--- src/hdl/msf_pkg.sv ---
// shared constants for the special function register group and its controller
package msf_pkg;
	// special function register addresses
	localparam logic [7:0] SFR_ERASE    = 8'h94;
	localparam logic [7:0] SFR_EE_DATA  = 8'h9E;
	localparam logic [7:0] SFR_EE_CTRL  = 8'h9F;
	localparam logic [7:0] SFR_FLASH_CTL = 8'hB2;
	localparam logic [7:0] SFR_PAGE_SEL = 8'hB7;
	localparam logic [7:0] SFR_WD_FLAGS = 8'hE8;
	localparam logic [7:0] SFR_IRQ_LVL  = 8'hF8;
	// erase command codes
	localparam logic [7:0] ERASE_PAGE_CODE = 8'h55;
	localparam logic [7:0] ERASE_MASS_CODE = 8'hAA;
	// eeprom transmit command code
	localparam logic [7:0] EE_TX_CODE = 8'h01;
	// flash control field positions
	localparam int FC_PWE     = 0;
	localparam int FC_MEEN    = 1;
	localparam int FC_SECURE  = 6;
	localparam int FC_PREBOOT = 7;
	// watchdog and event flag field positions
	localparam int WF_XFER   = 0;
	localparam int WF_RTC    = 1;
	localparam int WF_WATCHDOG_RESTART = 7;
	// reset value and irq line count
	localparam logic [7:0] RST_BYTE = 8'h00;
	localparam int         IRQ_LINES = 7;
	// controller register offsets and response codes on the AXI4-Lite side
	localparam logic [4:0] CR_ADDR   = 5'h00;
	localparam logic [4:0] CR_WDATA  = 5'h04;
	localparam logic [4:0] CR_RDCMD  = 5'h08;
	localparam logic [4:0] CR_RDATA  = 5'h0C;
	localparam logic [4:0] CR_CTRL   = 5'h10;
	localparam logic [4:0] CR_EXTERNAL_DATA_MOVE   = 5'h14;
	localparam logic [1:0] RESP_OKAY   = 2'b00;
	localparam logic [1:0] RESP_SLVERR = 2'b10;
endpackage : msf_pkg

--- src/hdl/msf_sfr_if.sv ---
// special function register bus between the mpu controller and the register group
`timescale 1ns/10ps
interface msf_sfr_if;
	logic [7:0]  sfr_addr;
	logic [7:0]  sfr_wdata;
	logic        sfr_we;
	logic        sfr_re;
	logic [7:0]  sfr_rdata;
	logic        int_enabled;
	logic        external_data_move_wr;
	logic [15:0] external_data_move_addr;
	logic [7:0]  external_data_move_data;
	modport dev (
		input  sfr_addr, sfr_wdata, sfr_we, sfr_re, int_enabled, external_data_move_wr, external_data_move_addr, external_data_move_data,
		output sfr_rdata
	);
	modport mpu (
		output sfr_addr, sfr_wdata, sfr_we, sfr_re, int_enabled, external_data_move_wr, external_data_move_addr, external_data_move_data,
		input  sfr_rdata
	);
endinterface : msf_sfr_if

--- src/hdl/msf_sfr_bank.sv ---
// device end: flash, eeprom, watchdog and interrupt special function registers
//
// Design decision made elsewhere: the AXI4-Lite slave port sits in msf_mpu_ctrl, not here.
`timescale 1ns/10ps
// What this block does
// - 0x55 to erase register starts page erase
// - 0xAA starts mass erase if enabled, debug
// - erase register write-only, other codes ignored
// - software sets page 0..127 before each erase
// - program write enable steers moves to flash
// - program write enable clears after flash byte
// - program write enable writes ignored while interrupts enabled
// - mass erase enable resets zero, rewrite each
// - security bit set-only, cleared by reset
// - preboot status bit reads high while active
// - flag register written whole byte, ones keep
// - transfer flag set by hardware, handler clears
// - one-second flag set by hardware, handler clears
// - writing one restarts the watchdog
// - irq level register shows live inputs
module msf_sfr_bank (
	// clock and reset
	input  wire logic        aclk,
	input  wire logic        aresetn,
	// register bus
	msf_sfr_if.dev           bus,
	// flash erase and program
	input  wire logic        debug_port_en,
	output logic             page_erase_start,
	output logic [6:0]       page_erase_page,
	output logic             mass_erase_start,
	output logic             flash_wr,
	output logic             data_ram_wr,
	output logic [15:0]      mem_wr_addr,
	output logic [7:0]       mem_wr_data,
	output logic             secure,
	input  wire logic        preboot_pin,
	// eeprom
	output logic             eeprom_tx_start,
	output logic [7:0]       eeprom_data_byte,
	output logic [7:0]       eeprom_command_control,
	// watchdog and events
	input  wire logic        transfer_busy_event,
	input  wire logic        one_second_tick,
	output logic             watchdog_restart,
	output logic             transfer_event_flag,
	output logic             clock_second_event_flag,
	// external interrupt pins
	input  wire logic [6:0]  external_irq_inputs
);
	logic [7:0] flash_page_select;
	logic       program_write_enable;
	logic       mass_erase_enable;
	logic       preboot_s1;
	logic       preboot_s2;
	logic [6:0] irq_s1;
	logic [6:0] irq_s2;

	function automatic logic hit(input logic [7:0] a, input logic [7:0] reg_addr);
		hit = bus.sfr_we && (a == reg_addr);
	endfunction : hit

	wire        wr_erase   = hit(bus.sfr_addr, msf_pkg::SFR_ERASE);
	wire        wr_eeprom_data_byte  = hit(bus.sfr_addr, msf_pkg::SFR_EE_DATA);
	wire        wr_eeprom_command_control  = hit(bus.sfr_addr, msf_pkg::SFR_EE_CTRL);
	wire        wr_fctl    = hit(bus.sfr_addr, msf_pkg::SFR_FLASH_CTL);
	wire        wr_page    = hit(bus.sfr_addr, msf_pkg::SFR_PAGE_SEL);
	wire        wr_flags   = hit(bus.sfr_addr, msf_pkg::SFR_WD_FLAGS);
	wire        do_page    = wr_erase && (bus.sfr_wdata == msf_pkg::ERASE_PAGE_CODE);
	wire        do_mass    = wr_erase && (bus.sfr_wdata == msf_pkg::ERASE_MASS_CODE)
	                         && mass_erase_enable && debug_port_en;
	wire        pwe_wr_ok  = wr_fctl && !bus.int_enabled;
	wire        flash_move = bus.external_data_move_wr && program_write_enable;
	// event sets take priority over the clearing write; ones in the write keep a flag
	wire        next_xfer  = transfer_busy_event
	                         || (transfer_event_flag && !(wr_flags && !bus.sfr_wdata[msf_pkg::WF_XFER]));
	wire        next_rtc   = one_second_tick
	                         || (clock_second_event_flag && !(wr_flags && !bus.sfr_wdata[msf_pkg::WF_RTC]));
	wire [7:0]  fctl_read  = {preboot_s2, secure, 4'h0, mass_erase_enable, program_write_enable};
	wire [7:0]  flags_read = {6'h00, clock_second_event_flag, transfer_event_flag};
	logic [7:0] next_rdata;

	always_comb begin
		case (bus.sfr_addr)
			msf_pkg::SFR_EE_DATA:   next_rdata = eeprom_data_byte;
			msf_pkg::SFR_EE_CTRL:   next_rdata = eeprom_command_control;
			msf_pkg::SFR_FLASH_CTL: next_rdata = fctl_read;
			msf_pkg::SFR_PAGE_SEL:  next_rdata = flash_page_select;
			msf_pkg::SFR_WD_FLAGS:  next_rdata = flags_read;
			msf_pkg::SFR_IRQ_LVL:   next_rdata = {1'b0, irq_s2};
			default:                next_rdata = msf_pkg::RST_BYTE;
		endcase
	end

	// pin synchronisers; the irq levels are only sampled, never held beyond two stages
	always_ff @(posedge aclk) begin
		preboot_s1 <= preboot_pin;
		preboot_s2 <= preboot_s1;
		irq_s1     <= external_irq_inputs;
		irq_s2     <= irq_s1;
	end

	// page address and eeprom pair
	always_ff @(posedge aclk) begin
		if (!aresetn) begin
			flash_page_select      <= msf_pkg::RST_BYTE;
			eeprom_data_byte       <= msf_pkg::RST_BYTE;
			eeprom_command_control <= msf_pkg::RST_BYTE;
		end else begin
			if (wr_page)
				flash_page_select <= bus.sfr_wdata;
			if (wr_eeprom_data_byte)
				eeprom_data_byte <= bus.sfr_wdata;
			if (wr_eeprom_command_control)
				eeprom_command_control <= bus.sfr_wdata;
		end
	end

	// flash control bits
	always_ff @(posedge aclk) begin
		if (!aresetn) begin
			program_write_enable <= 1'b0;
			mass_erase_enable    <= 1'b0;
			secure               <= 1'b0;
		end else begin
			if (flash_move)
				program_write_enable <= 1'b0;
			else if (pwe_wr_ok)
				program_write_enable <= bus.sfr_wdata[msf_pkg::FC_PWE];
			if (do_mass)
				mass_erase_enable <= 1'b0;
			else if (wr_fctl)
				mass_erase_enable <= bus.sfr_wdata[msf_pkg::FC_MEEN];
			if (wr_fctl && bus.sfr_wdata[msf_pkg::FC_SECURE])
				secure <= 1'b1;
		end
	end

	// strobes and read data
	always_ff @(posedge aclk) begin
		if (!aresetn) begin
			page_erase_start        <= 1'b0;
			page_erase_page         <= 7'h00;
			mass_erase_start        <= 1'b0;
			flash_wr                <= 1'b0;
			data_ram_wr             <= 1'b0;
			mem_wr_addr             <= 16'h0000;
			mem_wr_data             <= 8'h00;
			eeprom_tx_start         <= 1'b0;
			watchdog_restart        <= 1'b0;
			transfer_event_flag     <= 1'b0;
			clock_second_event_flag <= 1'b0;
			bus.sfr_rdata           <= msf_pkg::RST_BYTE;
		end else begin
			page_erase_start <= do_page;
			if (do_page)
				page_erase_page <= flash_page_select[6:0];
			mass_erase_start <= do_mass;
			flash_wr         <= flash_move;
			data_ram_wr      <= bus.external_data_move_wr && !program_write_enable;
			if (bus.external_data_move_wr) begin
				mem_wr_addr <= bus.external_data_move_addr;
				mem_wr_data <= bus.external_data_move_data;
			end
			eeprom_tx_start  <= wr_eeprom_command_control && (bus.sfr_wdata == msf_pkg::EE_TX_CODE);
			watchdog_restart <= wr_flags && bus.sfr_wdata[msf_pkg::WF_WATCHDOG_RESTART];
			transfer_event_flag     <= next_xfer;
			clock_second_event_flag <= next_rtc;
			if (bus.sfr_re)
				bus.sfr_rdata <= next_rdata;
		end
	end
endmodule : msf_sfr_bank

--- src/flat_wrapper.sv ---
// flat-port wrapper written by rule: the top's interface ports become plain ports
module msf_sfr_bank_flat 
  (aclk, aresetn, debug_port_en, page_erase_start, page_erase_page, mass_erase_start, flash_wr, data_ram_wr, mem_wr_addr, mem_wr_data, secure, preboot_pin, eeprom_tx_start, eeprom_data_byte, eeprom_command_control, transfer_busy_event, one_second_tick, watchdog_restart, transfer_event_flag, clock_second_event_flag, external_irq_inputs, bus_sfr_addr, bus_sfr_wdata, bus_sfr_we, bus_sfr_re, bus_int_enabled, bus_external_data_move_wr, bus_external_data_move_addr, bus_external_data_move_data, bus_sfr_rdata);
  msf_sfr_if bus_i ();
  input  wire logic aclk;
  input  wire logic aresetn;
  input  wire logic debug_port_en;
  output logic page_erase_start;
  output logic [6:0] page_erase_page;
  output logic mass_erase_start;
  output logic flash_wr;
  output logic data_ram_wr;
  output logic [15:0] mem_wr_addr;
  output logic [7:0] mem_wr_data;
  output logic secure;
  input  wire logic preboot_pin;
  output logic eeprom_tx_start;
  output logic [7:0] eeprom_data_byte;
  output logic [7:0] eeprom_command_control;
  input  wire logic transfer_busy_event;
  input  wire logic one_second_tick;
  output logic watchdog_restart;
  output logic transfer_event_flag;
  output logic clock_second_event_flag;
  input  wire logic [6:0] external_irq_inputs;
  input wire logic [$bits(bus_i.sfr_addr)-1:0] bus_sfr_addr;
  input wire logic [$bits(bus_i.sfr_wdata)-1:0] bus_sfr_wdata;
  input wire logic [$bits(bus_i.sfr_we)-1:0] bus_sfr_we;
  input wire logic [$bits(bus_i.sfr_re)-1:0] bus_sfr_re;
  input wire logic [$bits(bus_i.int_enabled)-1:0] bus_int_enabled;
  input wire logic [$bits(bus_i.external_data_move_wr)-1:0] bus_external_data_move_wr;
  input wire logic [$bits(bus_i.external_data_move_addr)-1:0] bus_external_data_move_addr;
  input wire logic [$bits(bus_i.external_data_move_data)-1:0] bus_external_data_move_data;
  output wire logic [$bits(bus_i.sfr_rdata)-1:0] bus_sfr_rdata;
  assign bus_i.sfr_addr = bus_sfr_addr;
  assign bus_i.sfr_wdata = bus_sfr_wdata;
  assign bus_i.sfr_we = bus_sfr_we;
  assign bus_i.sfr_re = bus_sfr_re;
  assign bus_i.int_enabled = bus_int_enabled;
  assign bus_i.external_data_move_wr = bus_external_data_move_wr;
  assign bus_i.external_data_move_addr = bus_external_data_move_addr;
  assign bus_i.external_data_move_data = bus_external_data_move_data;
  assign bus_sfr_rdata = bus_i.sfr_rdata;
  msf_sfr_bank u_core (.aclk(aclk), .aresetn(aresetn), .bus(bus_i), .debug_port_en(debug_port_en), .page_erase_start(page_erase_start), .page_erase_page(page_erase_page), .mass_erase_start(mass_erase_start), .flash_wr(flash_wr), .data_ram_wr(data_ram_wr), .mem_wr_addr(mem_wr_addr), .mem_wr_data(mem_wr_data), .secure(secure), .preboot_pin(preboot_pin), .eeprom_tx_start(eeprom_tx_start), .eeprom_data_byte(eeprom_data_byte), .eeprom_command_control(eeprom_command_control), .transfer_busy_event(transfer_busy_event), .one_second_tick(one_second_tick), .watchdog_restart(watchdog_restart), .transfer_event_flag(transfer_event_flag), .clock_second_event_flag(clock_second_event_flag), .external_irq_inputs(external_irq_inputs));
endmodule
--- config.mk ---
export PLATFORM = sky130hd
export DESIGN_NAME = msf_sfr_bank_flat
export DESIGN_NICKNAME = d
export VERILOG_FILES = /design/src/hdl/msf_pkg.sv /design/src/hdl/msf_sfr_if.sv /design/src/hdl/msf_sfr_bank.sv /design/src/flat_wrapper.sv
export SDC_FILE = /design/constraint.sdc
export NUM_CORES = 1
export LEC_CHECK = 0
export ABC_AREA = 1
export BUFFER_PORTS_ARGS = -buffer_cell sky130_fd_sc_hd__buf_4
export CAP_MARGIN = 20
export CORE_UTILIZATION = 35
export DETAILED_ROUTE_END_ITERATION = 7
export PLACE_DENSITY_LB_ADDON = 0.1
export SYNTH_ARGS = -nofsm -noshare
export SYNTH_HDL_FRONTEND = slang
export SYNTH_SLANG_ARGS = --single-unit
export TNS_END_PERCENT = 20
--- constraint.sdc ---
create_clock -name aclk -period 1.26 [get_ports aclk]
set_input_delay 0.126 -clock aclk [delete_from_list [all_inputs] [get_ports aclk]]
set_output_delay 0.126 -clock aclk [all_outputs]
set_load 0.005 [all_outputs]
==> impl_results.md <==
- Outcome: complete, no violations
- GRT Total Usage: 0.199
- Setup TNS: 0 ns
- DR WL/cell: 13.1 um
- Max incr delay on CP: 0.29 ns
- Critical path type: in -> reg
- Detail Route Antenna Nets: 0
- Fillers: 910
- Post-Syn Instances: 440
- Boundary Pins: 121
- CTS tree: built
- Power per cell area: 1070 nW/um2
- Tightest Pin Transition: 0.345 ns
- Nets: 663
- Req. time, crit path: 1.50 ns
- Max FO, Critical Path: 16
- Number of synthesis warnings: 0
- Clk_lat worst skew: 0.35 ns
- Hold Slack: 0.0357 ns
- Cell taking the most area after synthesis: dfxtp_1
- Area Overhead vs Synth: 48.3%
- Post-CTS Setup Inserts: 0
- Placement Cell Area: 4550 um2
- #FFs+latches synth: 90
- Hold_sp: transfer_busy_event
- Crit-path slowest cell: nand3_2
- Pleak: 2.31 nW
- Initial antenna violation count: 0
- Max-cap violations: 0
- Antenna diodes: 0
- Vias: 3383
- CORE AREA: 9330 um2
- Share of cells above drive strength 1: 0.280
- Largest net degree at the start of global routing: 34
- Clk slew on worst S/H paths: 0.09 ns
- Post-DR vias/cell: 4.57
- Slew Viols, Final: 0
- Seq/Total Area, Yosys: 0.529
- Starting density of the core: 0.365
- Max_slew headroom: 0.769
- First-pass GRT wire length: 15400 um
- Final min period: 0.992 ns
- CP Launch Point: bus_sfr_addr[6]
- Hold Violations, Final: 0
- Mean Syn Cell Area: 7.74 um2
- Total grt overflow: 0
- Critical Path Source Type: input port
- Final Wtd Congestion: 0.890
- Number of distinct library cells after synthesis: 28
- Die area: 10100 um2
- Synth top area share: 0.529
- Final setup fails: 0
- Num CTS Buffers: 9
- Final HPWL DP: 6990 um
- Cell Area, Synth: 3410 um2
- CP cell instances: buf_4, inv_1, nand2_2, nor2_2, nand3_2, o21ai_0, a21oi_1
- RSZ-0062 raised after global routing: false
- Die height: 101 um
- Fin util: 0.542
- Vias in the first global route: 3279
- Root buf cell: clkbuf_8
- Maximum vdd drop: 0.000549 V
- DR iter-0 viols: 88
- Reg-to-reg critical path startpoint: u_core.program_write_enable
- Part of the cycle the worst path needs: 0.787
- Clock sinks: 90
- Die W: 101 um
- CP Data Arrival Time: 1.23 ns
- H-tree Lvls: 3
- Min-delay worst type: in -> reg
- Max Freq: 1.01 GHz
- Total iterations of the first detailed-routing run: 4
- Final Routed Wirelength: 9710 um
- Crit path capture type: flip-flop
- Drt drc: 0
- CTS Buffer Depth: 2
- Design area: 5050 um2
- Net Count, Synth: 497
- Clk_skew: 0.00733 ns
- Number of port buffers: 120
- Rows: 35
- Dominant cells by area after synthesis: dfxtp_1 53%, o21ai_0 9.1%, nor2_1 8.5%, nand2_1 5.5%, a21oi_1 5.1%
## state kept, by name, summed over array words and instances, names as in the netlist, 7 cells and up
signal,flops
u_core.bus.sfr_rdata,8
u_core.eeprom_command_control,8
u_core.eeprom_data_byte,8
u_core.flash_page_select,8
u_core.irq_s1,7
u_core.irq_s2,7
u_core.mem_wr_addr,16
u_core.mem_wr_data,8
u_core.page_erase_page,7
## through the flow
stage | power, mW | worst slack [ns] | instances
finish | 5.40 | 0.268 | 740
global route | 5.65 | 0.0838 | 740
CTS | 5.45 | 0.250 | 740
detailed placement | 3.57 | -0.0879 | 692
global placement | 3.57 | -0.111 | 692
floorplan | 3.22 | 0.209 | 440
## what timing repair did
item | 4_1_cts | 5_1_grt
resized for setup | 0 | 0
hold buffers | 32 | 0
hold endpoints to repair | 32 | 0
## kinds of logic after synthesis
logic type	Yosys count	synth area share
DFF	90	0.529
buffers and inverters	65	0.0768
AOI/OAI and AO/OA	103	0.156
and+or+nand+nor	182	0.239
## routing by layer
layer / up-vias / global-route usage / part of all wire
li1: 1756 / - / -
met1: 1506 / 0.252 / 0.46
met2: 104 / 0.322 / 0.46
met3: 17 / 0.0472 / 0.058
met4: 0 / 0.0881 / 0.024
met5: - / 0 / 0
## cells in the final DEF, fill, tap and decap left out, drive strengths merged
cell,n
a211oi,2
a21oi,35
and3,1
buf,140
clkbuf,11
clkinv,2
clkinvlp,4
dfxtp,90
dlygate4sd3,32
inv,47
nand2,55
nand3,32
nand3b,1
nor2,84
nor3,7
nor4,2
o21ai,63
o21bai,1
o22ai,2
## Yosys cell counts, drive strengths merged
cell type / number
clkbuf: 10
o22ai: 2
a21oi: 35
buf: 7
inv: 46
o21ai: 63
a211oi: 2
nand3: 32
dfxtp: 90
o21bai: 1
nand2: 55
nor3: 7
clkinv: 2
and3: 1
nor2: 84
nand3b: 1
nor4: 2
## path summary, 6_finish.rpt
check	end	slack, ns	depth (start not counted)
setup / recovery	u_core.eeprom_data_byte[1]	0.27	7
hold / removal	u_core.transfer_event_flag	0.04	3
setup reg to reg	u_core.bus.sfr_rdata[0]	0.35	4
hold reg to reg	u_core.irq_s2[3]	0.33	0
## critical path: cells and delay by family
family,cells,cell delay [ns]
and+or+nand+nor,3,0.62
AOI/OAI and AO/OA,2,0.31
buffers and inverters,2,0.16
## cell type report
class,count,area (um2),area share
multi-input cells,285,1340,0.266
clock inverters,5,38.8,0.00768
well taps,129,161,0.0320
repair buffers,172,1380,0.274
clock buffers,11,141,0.0280
flip-flops and latches,90,1800,0.357
inverters,48,180,0.0357
## power breakdown
group          total [mW]  internal (mW)  switching [mW]
combinational       0.616          0.338           0.279
sequential           2.97           2.93          0.0389
clock                1.81          0.779            1.03
(Power assumes the default switching activity.)
